## config.mk

```make
export PLATFORM = sky130hd
export DESIGN_NAME = icg_core
export DESIGN_NICKNAME = d
export VERILOG_FILES = /design/src/logic/icg_pkg.sv /design/src/logic/icg_tick_if.sv /design/src/logic/icg_tick_gen.sv /design/src/logic/icg_core.sv
export SDC_FILE = /design/constraint.sdc
export NUM_CORES = 1
export LEC_CHECK = 0
export ABC_AREA = 1
export BUFFER_PORTS_ARGS = -buffer_cell sky130_fd_sc_hd__buf_2
export CAP_MARGIN = 20
export CORE_MARGIN = 2
export CORE_UTILIZATION = 45
export CTS_CLUSTER_DIAMETER = 100
export CTS_CLUSTER_SIZE = 40
export DETAILED_ROUTE_END_ITERATION = 8
export GPL_TIMING_DRIVEN = 1
export PLACE_DENSITY = 0.67
export RECOVER_POWER = 25
export SLEW_MARGIN = 20
export SYNTH_ARGS = -nofsm -noshare
export SYNTH_HDL_FRONTEND = slang
export SYNTH_SLANG_ARGS = --single-unit
```

## constraint.sdc

```tcl
create_clock -name mclk -period 3.1 [get_ports mclk]
set_input_delay 0.62 -clock mclk [delete_from_list [all_inputs] [get_ports mclk]]
set_output_delay 0.62 -clock mclk [all_outputs]
set_load 0.005 [all_outputs]
```

## src/logic/icg_pkg.sv

```systemverilog
// constants, field layout and types shared by the internal clock generator
package icg_pkg;
   // clock and timing
   localparam int CLK_NS     = 50;
   localparam int REF_WU_NS  = 10000;
   localparam int LOOP_WU_NS = 20000;
   localparam int ACQ_NS     = 40000;
   // least times round up to whole cycles
   localparam int REF_WU_CYC  = (REF_WU_NS + CLK_NS - 1) / CLK_NS;
   localparam int LOOP_WU_CYC = (LOOP_WU_NS + CLK_NS - 1) / CLK_NS;
   localparam int ACQ_CYC     = (ACQ_NS + CLK_NS - 1) / CLK_NS;
   localparam int TMR_W       = 11;
   localparam logic [TMR_W-1:0] REF_WU_C  = TMR_W'(REF_WU_CYC - 1);
   localparam logic [TMR_W-1:0] LOOP_WU_C = TMR_W'(LOOP_WU_CYC);
   localparam logic [TMR_W-1:0] ACQ_C     = TMR_W'(ACQ_CYC);
   localparam logic [TMR_W-1:0] TMR_ZERO  = 11'h000;
   // apb register map (byte addresses)
   localparam int ADDR_W = 12;
   localparam logic [ADDR_W-1:0] ADDR_CTRL = 12'h000;
   localparam logic [ADDR_W-1:0] ADDR_TRIM = 12'h004;
   localparam logic [ADDR_W-1:0] ADDR_STAT = 12'h008;
   // ctrl fields
   localparam int CTRL_SEL_BIT = 0;
   localparam int CTRL_LOWPWR_BIT = 1;
   localparam int CTRL_RSE_BIT = 2;
   localparam int CTRL_DIV_LSB = 4;
   localparam int DIV_W        = 2;
   localparam logic [DIV_W-1:0] DIV_RST = 2'h1;
   localparam logic [DIV_W-1:0] DIV_ONE = 2'h0;
   // trim fields
   localparam int TRIM_W        = 8;
   localparam int TRIM_FINE_BIT = 8;
   localparam logic [TRIM_W-1:0] TRIM_DEF = 8'h80;
   // status fields
   localparam int STAT_REF_RDY  = 0;
   localparam int STAT_LOCK     = 1;
   localparam int STAT_STOP     = 2;
   localparam int STAT_MODE_LSB = 4;
   // oscillator model
   localparam int PER_W = 10;
   localparam logic [PER_W-1:0] REF_BASE = 10'h040;
   localparam int LOOP_SHIFT = 2;
   localparam int DCNT_W     = 3;
   localparam logic [DCNT_W-1:0] DCNT_ZERO = 3'h0;
   localparam logic [DCNT_W-1:0] DCNT_ONE  = 3'h1;
   typedef enum logic [1:0] {
      loop_engaged_internal_mode,
      loop_bypassed_internal_mode,
      loop_bypassed_internal_lowpower_mode
   } icg_mode_e;
   typedef enum logic [1:0] {st_run, st_stop, st_ref_wake} icg_state_e;
endpackage

```

## src/logic/icg_tick_if.sv

```systemverilog
// carrier between the generator core and one period counter
`timescale 1ns/1ps
interface icg_tick_if;
   import icg_pkg::*;
   logic             run;
   logic [PER_W-1:0] period;
   logic             tick;
   modport gen (input run, input period, output tick);
   modport ctl (output run, output period, input tick);
endinterface

```

## src/logic/icg_tick_gen.sv

```systemverilog
// period counter that emits one-cycle ticks, modelling an oscillator
`timescale 1ns/1ps
module icg_tick_gen
   import icg_pkg::*;
(
   input  wire logic mclk,
   input  wire logic rst_b,
   input  wire logic ce,
   icg_tick_if.gen   t
);
   logic [PER_W-1:0] cnt_q;
   logic             tick_q;

   // a stopped oscillator restarts a full period after run returns
   always_ff @(posedge mclk) begin
      if (!rst_b) begin
         cnt_q  <= '0;
         tick_q <= 1'b0;
      end else if (ce) begin
         if (!t.run) begin
            cnt_q  <= '0;
            tick_q <= 1'b0;
         end else if (cnt_q >= t.period - PER_W'(1)) begin
            cnt_q  <= '0;
            tick_q <= 1'b1;
         end else begin
            cnt_q  <= cnt_q + PER_W'(1);
            tick_q <= 1'b0;
         end
      end
   end

   assign t.tick = tick_q;
endmodule

```

## src/logic/icg_core.sv

```systemverilog
// internal clock generator: reference, loop, stop handling and bus divider
//
// Implementation choices: the placing of the registers and register access over APB.
`timescale 1ns/1ps
module icg_core
   import icg_pkg::*;
(
   input  wire logic              mclk,
   input  wire logic              rst_b,
   input  wire logic              ce,
   input  wire logic              psel,
   input  wire logic              penable,
   input  wire logic              pwrite,
   input  wire logic [ADDR_W-1:0] paddr,
   input  wire logic [31:0]       pwdata,
   output logic      [31:0]       prdata,
   output logic                   pready,
   output logic                   pslverr,
   input  wire logic              stop_req,
   input  wire logic              wake_req,
   input  wire logic              lowvolt_detect_enable,
   input  wire logic              lowvolt_stop_enable,
   output logic                   internal_ref_clock_out,
   output logic                   clock_generator_output,
   output logic                   bus_clock_en,
   output logic                   ref_ready,
   output logic                   loop_locked
);
   localparam int REF_WIN  = REF_WU_CYC + 2;
   localparam int LOOP_WIN = LOOP_WU_CYC + 2;

   icg_state_e        state_q;
   logic              sel_bypass_q;
   logic              low_power_select_q;
   logic              ref_stop_enable_q;
   logic [DIV_W-1:0]  bus_divider_select_q;
   logic [TRIM_W-1:0] ref_trim_register_q = TRIM_DEF;
   logic              fine_ref_trim_bit_q = 1'b0;
   logic              ref_keep_q;
   logic [TMR_W-1:0]  ref_cnt_q;
   logic [TMR_W-1:0]  loop_cnt_q;
   logic              loop_act_q;
   logic [DCNT_W-1:0] div_cnt_q;
   logic              gen_tick_q;
   logic              bus_tick_q;
   logic              ref_tick_q;
   logic [31:0]       prdata_q;
   icg_mode_e         mode;
   logic              wr_en;
   logic              trim_wr;
   logic              ref_run;
   logic              loop_en;
   logic              loop_act;
   logic              warm_wake;
   logic              gen_src;
   logic [PER_W-1:0]  ref_period;

   icg_tick_if ref_if ();
   icg_tick_if loop_if ();

   // register index decode, used by the read mux and the write strobes
   function automatic logic [1:0] reg_sel(input logic [ADDR_W-1:0] a);
      case (a)
         ADDR_CTRL: reg_sel = 2'h1;
         ADDR_TRIM: reg_sel = 2'h2;
         ADDR_STAT: reg_sel = 2'h3;
         default:   reg_sel = 2'h0;
      endcase
   endfunction

   // low bits of the divide counter that must be zero for a bus tick
   function automatic logic [DCNT_W-1:0] div_mask(input logic [DIV_W-1:0] s);
      div_mask = (DCNT_ONE << s) - DCNT_ONE;
   endfunction

   // apb handshake: zero wait states, ce low stretches the access
   assign pready  = psel & penable & ce;
   assign pslverr = pready & (reg_sel(paddr) == 2'h0);
   assign wr_en   = pready & pwrite;
   assign trim_wr = wr_en & (reg_sel(paddr) == 2'h2);
   assign prdata  = prdata_q;

   // effective operating mode from the select and low power bits
   always_comb begin
      if (!sel_bypass_q) begin
         mode = loop_engaged_internal_mode;
      end else if (low_power_select_q) begin
         mode = loop_bypassed_internal_lowpower_mode;
      end else begin
         mode = loop_bypassed_internal_mode;
      end
   end

   // control register; divider resets to divide-by-2
   always_ff @(posedge mclk) begin
      if (!rst_b) begin
         sel_bypass_q         <= 1'b0;
         low_power_select_q   <= 1'b0;
         ref_stop_enable_q    <= 1'b0;
         bus_divider_select_q <= DIV_RST;
      end else if (ce && wr_en && reg_sel(paddr) == 2'h1) begin
         sel_bypass_q         <= pwdata[CTRL_SEL_BIT];
         low_power_select_q   <= pwdata[CTRL_LOWPWR_BIT];
         ref_stop_enable_q    <= pwdata[CTRL_RSE_BIT];
         bus_divider_select_q <= pwdata[CTRL_DIV_LSB +: DIV_W];
      end
   end

   // trim survives every reset, so no reset branch here
   always_ff @(posedge mclk) begin
      if (ce && trim_wr) begin
         ref_trim_register_q <= pwdata[TRIM_W-1:0];
         fine_ref_trim_bit_q <= pwdata[TRIM_FINE_BIT];
      end
   end

   // read data captured in the setup cycle
   always_ff @(posedge mclk) begin
      if (!rst_b) begin
         prdata_q <= '0;
      end else if (ce && psel && !penable) begin
         prdata_q <= '0;
         case (reg_sel(paddr))
            2'h1: begin
               prdata_q[CTRL_SEL_BIT]              <= sel_bypass_q;
               prdata_q[CTRL_LOWPWR_BIT]           <= low_power_select_q;
               prdata_q[CTRL_RSE_BIT]              <= ref_stop_enable_q;
               prdata_q[CTRL_DIV_LSB +: DIV_W]     <= bus_divider_select_q;
            end
            2'h2: begin
               prdata_q[TRIM_W-1:0]                <= ref_trim_register_q;
               prdata_q[TRIM_FINE_BIT]             <= fine_ref_trim_bit_q;
            end
            2'h3: begin
               prdata_q[STAT_REF_RDY]              <= ref_ready;
               prdata_q[STAT_LOCK]                 <= loop_locked;
               prdata_q[STAT_STOP]                 <= (state_q == st_stop);
               prdata_q[STAT_MODE_LSB +: 2]        <= mode;
            end
            default: prdata_q <= '0;
         endcase
      end
   end

   // stop state machine; control bits are untouched so the mode resumes
   always_ff @(posedge mclk) begin
      if (!rst_b) begin
         state_q    <= st_run;
         ref_keep_q <= 1'b0;
         ref_cnt_q  <= TMR_ZERO;
      end else if (ce) begin
         case (state_q)
            st_run: begin
               if (stop_req) begin
                  state_q    <= st_stop;
                  // the reference only survives stop with the supply monitor held on
                  ref_keep_q <= ref_stop_enable_q & lowvolt_detect_enable & lowvolt_stop_enable;
               end
            end
            st_stop: begin
               if (wake_req && ref_keep_q) begin
                  state_q   <= st_run;
               end else if (wake_req) begin
                  state_q   <= st_ref_wake;
                  ref_cnt_q <= REF_WU_C;
               end
            end
            st_ref_wake: begin
               if (ref_cnt_q == TMR_ZERO) begin
                  state_q <= st_run;
               end else begin
                  ref_cnt_q <= ref_cnt_q - TMR_W'(1);
               end
            end
            default: state_q <= st_run;
         endcase
      end
   end

   // reference runs except in a cold stop or its wake-up window
   assign ref_run   = (state_q == st_run) | (state_q == st_stop & ref_keep_q);
   assign ref_ready = ref_run;
   // loop off in stop, and in bypass with low power set
   assign loop_en   = (state_q == st_run) & !(sel_bypass_q & low_power_select_q);
   // a warm stop keeps the loop's acquired state for its return
   assign loop_act  = loop_en | (state_q == st_stop & ref_keep_q);
   assign warm_wake = (state_q == st_stop) & wake_req & ref_keep_q;

   // loop settling timer; trim write wins over everything
   always_ff @(posedge mclk) begin
      if (!rst_b) begin
         loop_cnt_q <= ACQ_C;
         loop_act_q <= 1'b0;
      end else if (ce) begin
         loop_act_q <= loop_act;
         if (trim_wr) begin
            loop_cnt_q <= ACQ_C;
         end else if (warm_wake) begin
            loop_cnt_q <= LOOP_WU_C;
         end else if (loop_act && !loop_act_q) begin
            loop_cnt_q <= ACQ_C;
         end else if (loop_en && loop_cnt_q != TMR_ZERO) begin
            loop_cnt_q <= loop_cnt_q - TMR_W'(1);
         end
      end
   end

   assign loop_locked = loop_en & (loop_cnt_q == TMR_ZERO);

   // a larger trim gives a longer reference period
   assign ref_period     = REF_BASE + {1'b0, ref_trim_register_q, fine_ref_trim_bit_q};
   assign ref_if.run     = ref_run;
   assign ref_if.period  = ref_period;
   // the loop multiplies the trimmed reference, so trim reaches it too
   assign loop_if.run    = loop_en;
   assign loop_if.period = ref_period >> LOOP_SHIFT;

   icg_tick_gen u_ref (
      .mclk  (mclk),
      .rst_b (rst_b),
      .ce    (ce),
      .t     (ref_if)
   );

   icg_tick_gen u_loop (
      .mclk  (mclk),
      .rst_b (rst_b),
      .ce    (ce),
      .t     (loop_if)
   );

   // output source per mode; the generator output stops outside run, the reference output only in a cold stop and its wake-up window
   assign gen_src = sel_bypass_q ? ref_if.tick : loop_if.tick;

   always_ff @(posedge mclk) begin
      if (!rst_b) begin
         gen_tick_q <= 1'b0;
         ref_tick_q <= 1'b0;
      end else if (ce) begin
         gen_tick_q <= gen_src & (state_q == st_run);
         ref_tick_q <= ref_if.tick & ref_run;
      end
   end

   // mask compare uses the live select, so a new divider acts at once
   always_ff @(posedge mclk) begin
      if (!rst_b) begin
         div_cnt_q  <= DCNT_ZERO;
         bus_tick_q <= 1'b0;
      end else if (ce) begin
         if (gen_tick_q) begin
            div_cnt_q <= div_cnt_q + DCNT_ONE;
         end
         bus_tick_q <= gen_tick_q & ((div_cnt_q & div_mask(bus_divider_select_q)) == DCNT_ZERO);
      end
   end

   assign internal_ref_clock_out = ref_tick_q;
   assign clock_generator_output = gen_tick_q;
   assign bus_clock_en           = bus_tick_q;
endmodule

```

After elaboration in Yosys (flattened, before gate mapping)
Cells that the tools add are included.
{"block": "word_totals", "regBits": 77, "latchBits": 0, "ram_bits": 0, "romBits": 0, "in_bits": 54, "out_inout_bits": 39, "wordCells": 123, "memories": 0}
{"block": "classes", "add_sub_neg": 9, "n_mul": 0, "div": 0, "order_cmp": 2, "eq_ne": 15, "shift": 1, "muxes": 32, "n_bitwise": 19, "reduce_logical": 25}
{"operator": "two-way mux 11 bit", "count": 7}
{"operator": "two-way mux 10 bit", "count": 4}
{"operator": "zero test 11 bit", "count": 2}
{"operator": "one-hot mux 11 bit (2 select lines)", "count": 1}
{"operator": "subtractor 11 x 1 -> 11 bit (second input constant)", "count": 2}
{"operator": "adder 10 x 1 -> 10 bit (second input constant)", "count": 2}
{"operator": ">= comparator 10 bit", "count": 2}
{"operator": "two-way mux 2 bit", "count": 9}
{"operator": "one-hot mux 2 bit (3 select lines)", "count": 3}
{"operator": "bitwise AND 1 bit", "count": 16}
{"operator": "equality test 12 x 3 -> 1 bit (second input constant)", "count": 1}
{"operator": "equality test 12 x 4 -> 1 bit (second input constant)", "count": 1}
{"operator": "zero test 12 bit", "count": 1}
{"operator": "nonzero test 11 bit", "count": 1}
{"operator": "adder 7 x 9 -> 10 bit (first input constant)", "count": 1}
{"operator": "inequality test 2 bit (second input constant)", "count": 5}
{"operator": "subtractor 10 x 1 -> 10 bit (second input constant)", "count": 1}
{"operator": "one-hot mux 3 bit (3 select lines)", "count": 1}
{"operator": "subtractor 8 x 1 -> 9 bit (second input constant)", "count": 1}
{"operator": "equality test 2 bit (second input constant)", "count": 4}
{"operator": "logical AND 1 bit", "count": 8}
{"operator": "equality test 2 x 1 -> 1 bit (second input constant)", "count": 3}
{"operator": "two-way mux 1 bit", "count": 6}
{"operator": "AND reduction 5 bit", "count": 1}
{"operator": "other kinds (15)", "count": 20}

Depth between registers and ports, before layout
{"block": "logic_depth", "ltp_word": 8, "ltp_mapped": 15, "depth_no_buf": 15}

Hierarchy
Synthesis repeated with hierarchy kept, for this count alone.
{"block": "unflattened", "cells_unflattened": 765, "area_unflattened_um2": 5177.5}
{"module": "icg_core", "n_inst": 1, "cells_per_inst": 454, "area_each_um2": 3171.8, "seq_area_each_um2": 1191.1}
{"module": "icg_tick_gen (u_loop)", "n_inst": 1, "cells_per_inst": 155, "area_each_um2": 1006.0, "seq_area_each_um2": 220.2}
{"module": "icg_tick_gen (u_ref)", "n_inst": 1, "cells_per_inst": 156, "area_each_um2": 999.7, "seq_area_each_um2": 220.2}

Least setup slack after synthesis
No wires, ideal clock.
{"block": "synth_path", "path_type": "register to register", "from": "reg ref_trim_register_q[5]", "to": "reg u_ref.cnt_q[8]", "setup_ns": 0.071, "arrival_time_ns": 2.280, "t_required_ns": 3.029, "setup_slack_ns": 0.749, "stages_incl_launch_ff": 13, "path_buffers": 0, "period_less_slack_ns": 2.351, "path_cell_list": "edfxtp_1 ha_1 xnor2_1 and3_1 nand2_1 xor2_1 ha_1 a21oi_1 o21a_1 nand2_1 nor2_2 nand3_1 a21oi_1"}
{"block": "synth_between", "elab_chain_cells": 5}
{"item": "start, declared", "line_no": "icg_core.sv:37", "text": "logic [TRIM_W-1:0] ref_trim_register_q = TRIM_DEF;"}
{"item": "start signal, assigned", "line_no": "icg_core.sv:112", "text": "ref_trim_register_q <= pwdata[TRIM_W-1:0];"}
{"item": "adder 7 x 9 -> 10 bit", "line_no": "icg_core.sv:211", "text": "assign ref_period = REF_BASE + {1'b0, ref_trim_register_q, fine_ref_trim_bit_q};"}
{"item": "subtractor 10 x 1 -> 10 bit", "line_no": "icg_tick_gen.sv:23", "text": "end else if (cnt_q >= t.period - PER_W'(1)) begin"}
{"item": ">= comparator 10 bit", "line_no": "icg_tick_gen.sv:23"}
{"item": "two-way mux 10 bit", "line_no": "icg_tick_gen.sv:23"}
{"item": "two-way mux 10 bit", "line_no": "icg_tick_gen.sv:20", "text": "if (!t.run) begin"}
{"item": "end signal, assigned", "line_no": "icg_tick_gen.sv:27", "text": "cnt_q <= cnt_q + PER_W'(1);"}
{"item": "end, declared", "line_no": "icg_tick_gen.sv:11", "text": "logic [PER_W-1:0] cnt_q;"}
No other way between the ends.
A chain may end at the register's enable or synchronous reset.

Final worst setup path
{"block": "layout_path", "from": "reg ref_trim_register_q[1]", "to": "reg u_ref.cnt_q[2]"}
The elaborated chain is that of the path after synthesis.

==> summary.md <==
| Metric | Value |
|---|---|
| DR pass1 iterations | `4` |
| First-pass GRT wire length | `slightly below 20 mm` |
| Max Cap Viol | `0` |
| Worst path depth | `15` |
| Crit Path Max Fanout | `10` |
| Largest net degree at the start of global routing | `27` |
| Num CTS Buffers | `9` |
| Worst-Skew Late Latency | `about 0.34 ns` |
| Crit share post-route | `between 80 and 90%` |
| Leak Pwr | `between 2 and 3 nW` |
| Row count | `38` |
| Post-CTS Hold Buffers | `0` |
| Setup crit end | `u_ref.cnt_q[2]` |
| Post-synth cell types | `42` |
| Vias per cell | `roughly 5` |
| Setup ws final | `0.321 ns` |
| Worst slack, placed | `0.339 ns` |
| Via count | `approximately 4.6k` |
| Warnings from Yosys | `0` |
| H-tree depth | `3` |
| Most common cell after layout, fill and taps aside | `nand2_1` |
| Slowest CP cell | `edfxtp_1` |
| Pwr dens | `465 nW/um^2` |
| Fin area | `5670 um^2` |
| Sequential-to-total area share from yosys stat | `between 30% and 40%` |
| Setup crit end kind | `register` |
| Mapped Cells | `720` |
| Fmax | `360 MHz` |
| Post-synth EDFFs | `9` |
| Drt total wl | `~12 mm` |
| Initial Util | `a little under half` |
| Worst slew margin | `between 20 and 25%` |
| Mean post-synth cell area | `just over 7 um^2` |
| DP HPWL | `approximately 8.7 mm` |
| DIE AREA | `about 12000 um^2` |
| Core Util, Final | `between 50% and 60%` |
| Global Route Usage Sum | `20.7%` |
| Area occupied by multi-input gates | `around 2900 um^2` |
| Clock tree buffer depth | `2` |
| CP peak stage delay | `around 0.44 ns` |
| Worst flop-to-flop path endpoint | `u_ref.cnt_q[2]` |
| Pins Over Slew Limit | `0` |
| Post-cts resize count | `0` |
| Most frequent CP cell | `nand2_1` |
| Total congestion overflow | `0` |
| Setup TNS | `0 ns` |
| Root Buffer Master | `clkbuf_16` |
| Ratio of cells with drive above 1 in the final layout | `between 10% and 20%` |
| R2R setup slack | `between 0.3 and 0.4 ns` |
| WL/cell | `12.8 um` |
| RSZ-0062 raised after global routing | `false` |
| WP data required | `about 3.4 ns` |
| Antenna cell count | `0` |
| CTS tree | `built` |
| CP Cell Sequence | `inv_1, ha_1, nand2_1, inv_1, o21ai_0, nand2_1, xor2_1, ha_1, nand4_1, inv_1, nand2_1, nand2_1, nor2_2, nand3_1, a21oi_1` |
| Final hold violation count | `0` |
| Worst-path clk slew | `~0.07 ns` |
| Setup crit start | `ref_trim_register_q[1]` |
| Flops & latches, synth | `77` |
| Worst ir drop on vdd | `254 uV` |
| Area growth from synthesis to layout | `11.5%` |
| Placed Instance Area | `5350 um^2` |
| PortBufs | `between 40 and 50` |
| Register area | `1630 um^2` |
| Die width | `around 110 um` |
| Worst Skew | `approximately 0.0083 ns` |
| Startpoint types | `register` |
| Die H | `approximately 110 um` |
| Number of routed nets with antenna violations | `0` |
| Residual DRC count | `0` |
| Most frequent cells in the layout | `166 x nand2_1, 81 x inv_1, 69 x nor2_1, 68 x dfxtp_1, 58 x a21oi_1` |
| Crit Reg-Reg Startpoint | `ref_trim_register_q[1]` |
| Core Box Area | `10900 um^2` |
| WHS | `0.457 ns` |
| CTS sink cnt | `77` |
| Final GP Congestion | `0.850` |
| Vias in the first global route | `approximately 4.3k` |
| Final setup viols | `0` |
| Reg2Reg Depth | `15` |
| Number of DRC markers in iteration 0 | `260` |
| Initial antenna violation count | `0` |
| Main flop type after synthesis | `dfxtp_1` |
| Boundary Pins | `between 90 and 100` |
| Synthesized cell area | `roughly 5000 um^2` |
| Min Tclk post-route | `approximately 2.8 ns` |
| Min-Delay Path Class | `in -> reg` |
| Critical path data arrival time | `roughly 3 ns` |
| Critical path type | `reg -> reg` |
| Worst Tran Pin Value | `1.13 ns` |
| Post-CTS Setup Inserts | `0` |
| Top delay family on crit path | `simple AND/OR/NAND/NOR gates` |
| Status | `finished clean` |
| Nets | `around 850` |
| Fillers | `between 1k and 1.5k` |
| FFs w/ async S/R, synth | `0%` |
| Buf/Inv on CP | `3` |
[power by group]
group / internal [mW] / switching [mW] / leakage (nW)
sequential: 1.04 / 0.0299 / 0.632
clock: 0.805 / 0.412 / 0.166
combinational: 0.124 / 0.227 / 1.77
[through the flow]
stage | total power, mW | cells
after floorplan | 1.37 | 742
after global placement | 1.43 | 894
after detailed placement | 1.44 | 894
after CTS | 2.66 | 909
after global routing | 2.76 | 909
final | 2.63 | 909
[synth_stat cells (2+ instances only)]
master      n  area [um^2]
a21oi_1    58          290
a21oi_2     7         61.3
and3_1      2         12.5
buf_1       2         7.51
buf_2       5         25.0
buf_4      24          180
clkbuf_1    6         22.5
dfxtp_1    68         1360
edfxtp_1    9          270
ha_1       29          363
inv_1      81          304
inv_2       8         30.0
nand2_1   166          623
nand2_2    11         68.8
nand2_4     3         33.8
nand3_1    56          280
nand3_2     6         60.1
nand3_4     2         35.0
nand3b_1    8         60.1
nand4_1     8         50.1
nor2_1     69          259
nor2_2      4         25.0
nor2_4      3         33.8
nor3_1      5         25.0
nor3_2      2         20.0
o21a_1      2         15.0
o21ai_0    22          110
o21ai_1     6         30.0
xnor2_1     9         78.8
xor2_1     27          236
[per-layer routing]
| layer | GRT usage (%) | vias to the layer above | wire length [um] |
|---|---|---|---|
| li1 | - | 2358 | - |
| met1 | 25.1 | 2160 | 5060 |
| met2 | 36.6 | 84 | 5880 |
| met3 | 3.53 | 11 | 499 |
| met4 | 7.50 | 0 | 157 |
| met5 | 0 | - | 0 |
[worst min-delay path by stage]
stage,slack (ns),cells after the start,from,end
3_5_place_dp,0.46,2,u_loop.t.tick,u_loop.t.tick
6_report,0.46,1,pwdata[6],ref_trim_register_q[6]
3_3_place_gp,0.45,2,div_cnt_q[2],div_cnt_q[2]
4_1_cts,0.44,1,pwdata[6],ref_trim_register_q[6]
5_1_grt,0.45,1,pwdata[6],ref_trim_register_q[6]
2_1_floorplan,0.43,2,div_cnt_q[2],div_cnt_q[2]
[flip-flops by register name, indices dropped and copies added (netlist names), 2 cells and up]
register / cells
loop_cnt_q: 11
prdata: 9
u_loop.cnt_q: 10
bus_divider_select_q: 2
ref_cnt_q: 11
state_q: 2
u_ref.cnt_q: 10
ref_trim_register_q: 8
div_cnt_q: 3
[layout make-up]
type	instances	share of cell area, %
multi-input cells	537	51.9
well taps	140	3.09
flip-flops and latches	77	28.8
clock inverters	4	1.70
inverters	90	5.96
repair buffers	50	4.26
clock buffers	11	4.28
[cell families after synthesis]
family / Yosys count / synth area share (%)
multiplexers: 1 / 0.221
adder cells (fa/ha/maj): 29 / 7.13
buffers and inverters: 128 / 11.7
other: 1 / 0.0737
flip-flops: 77 / 32.1
XOR/XNOR: 36 / 6.20
AO/OA/AOI/OAI: 101 / 11.0
AND/OR/NAND/NOR: 347 / 31.6
(Power assumes the default switching activity.)
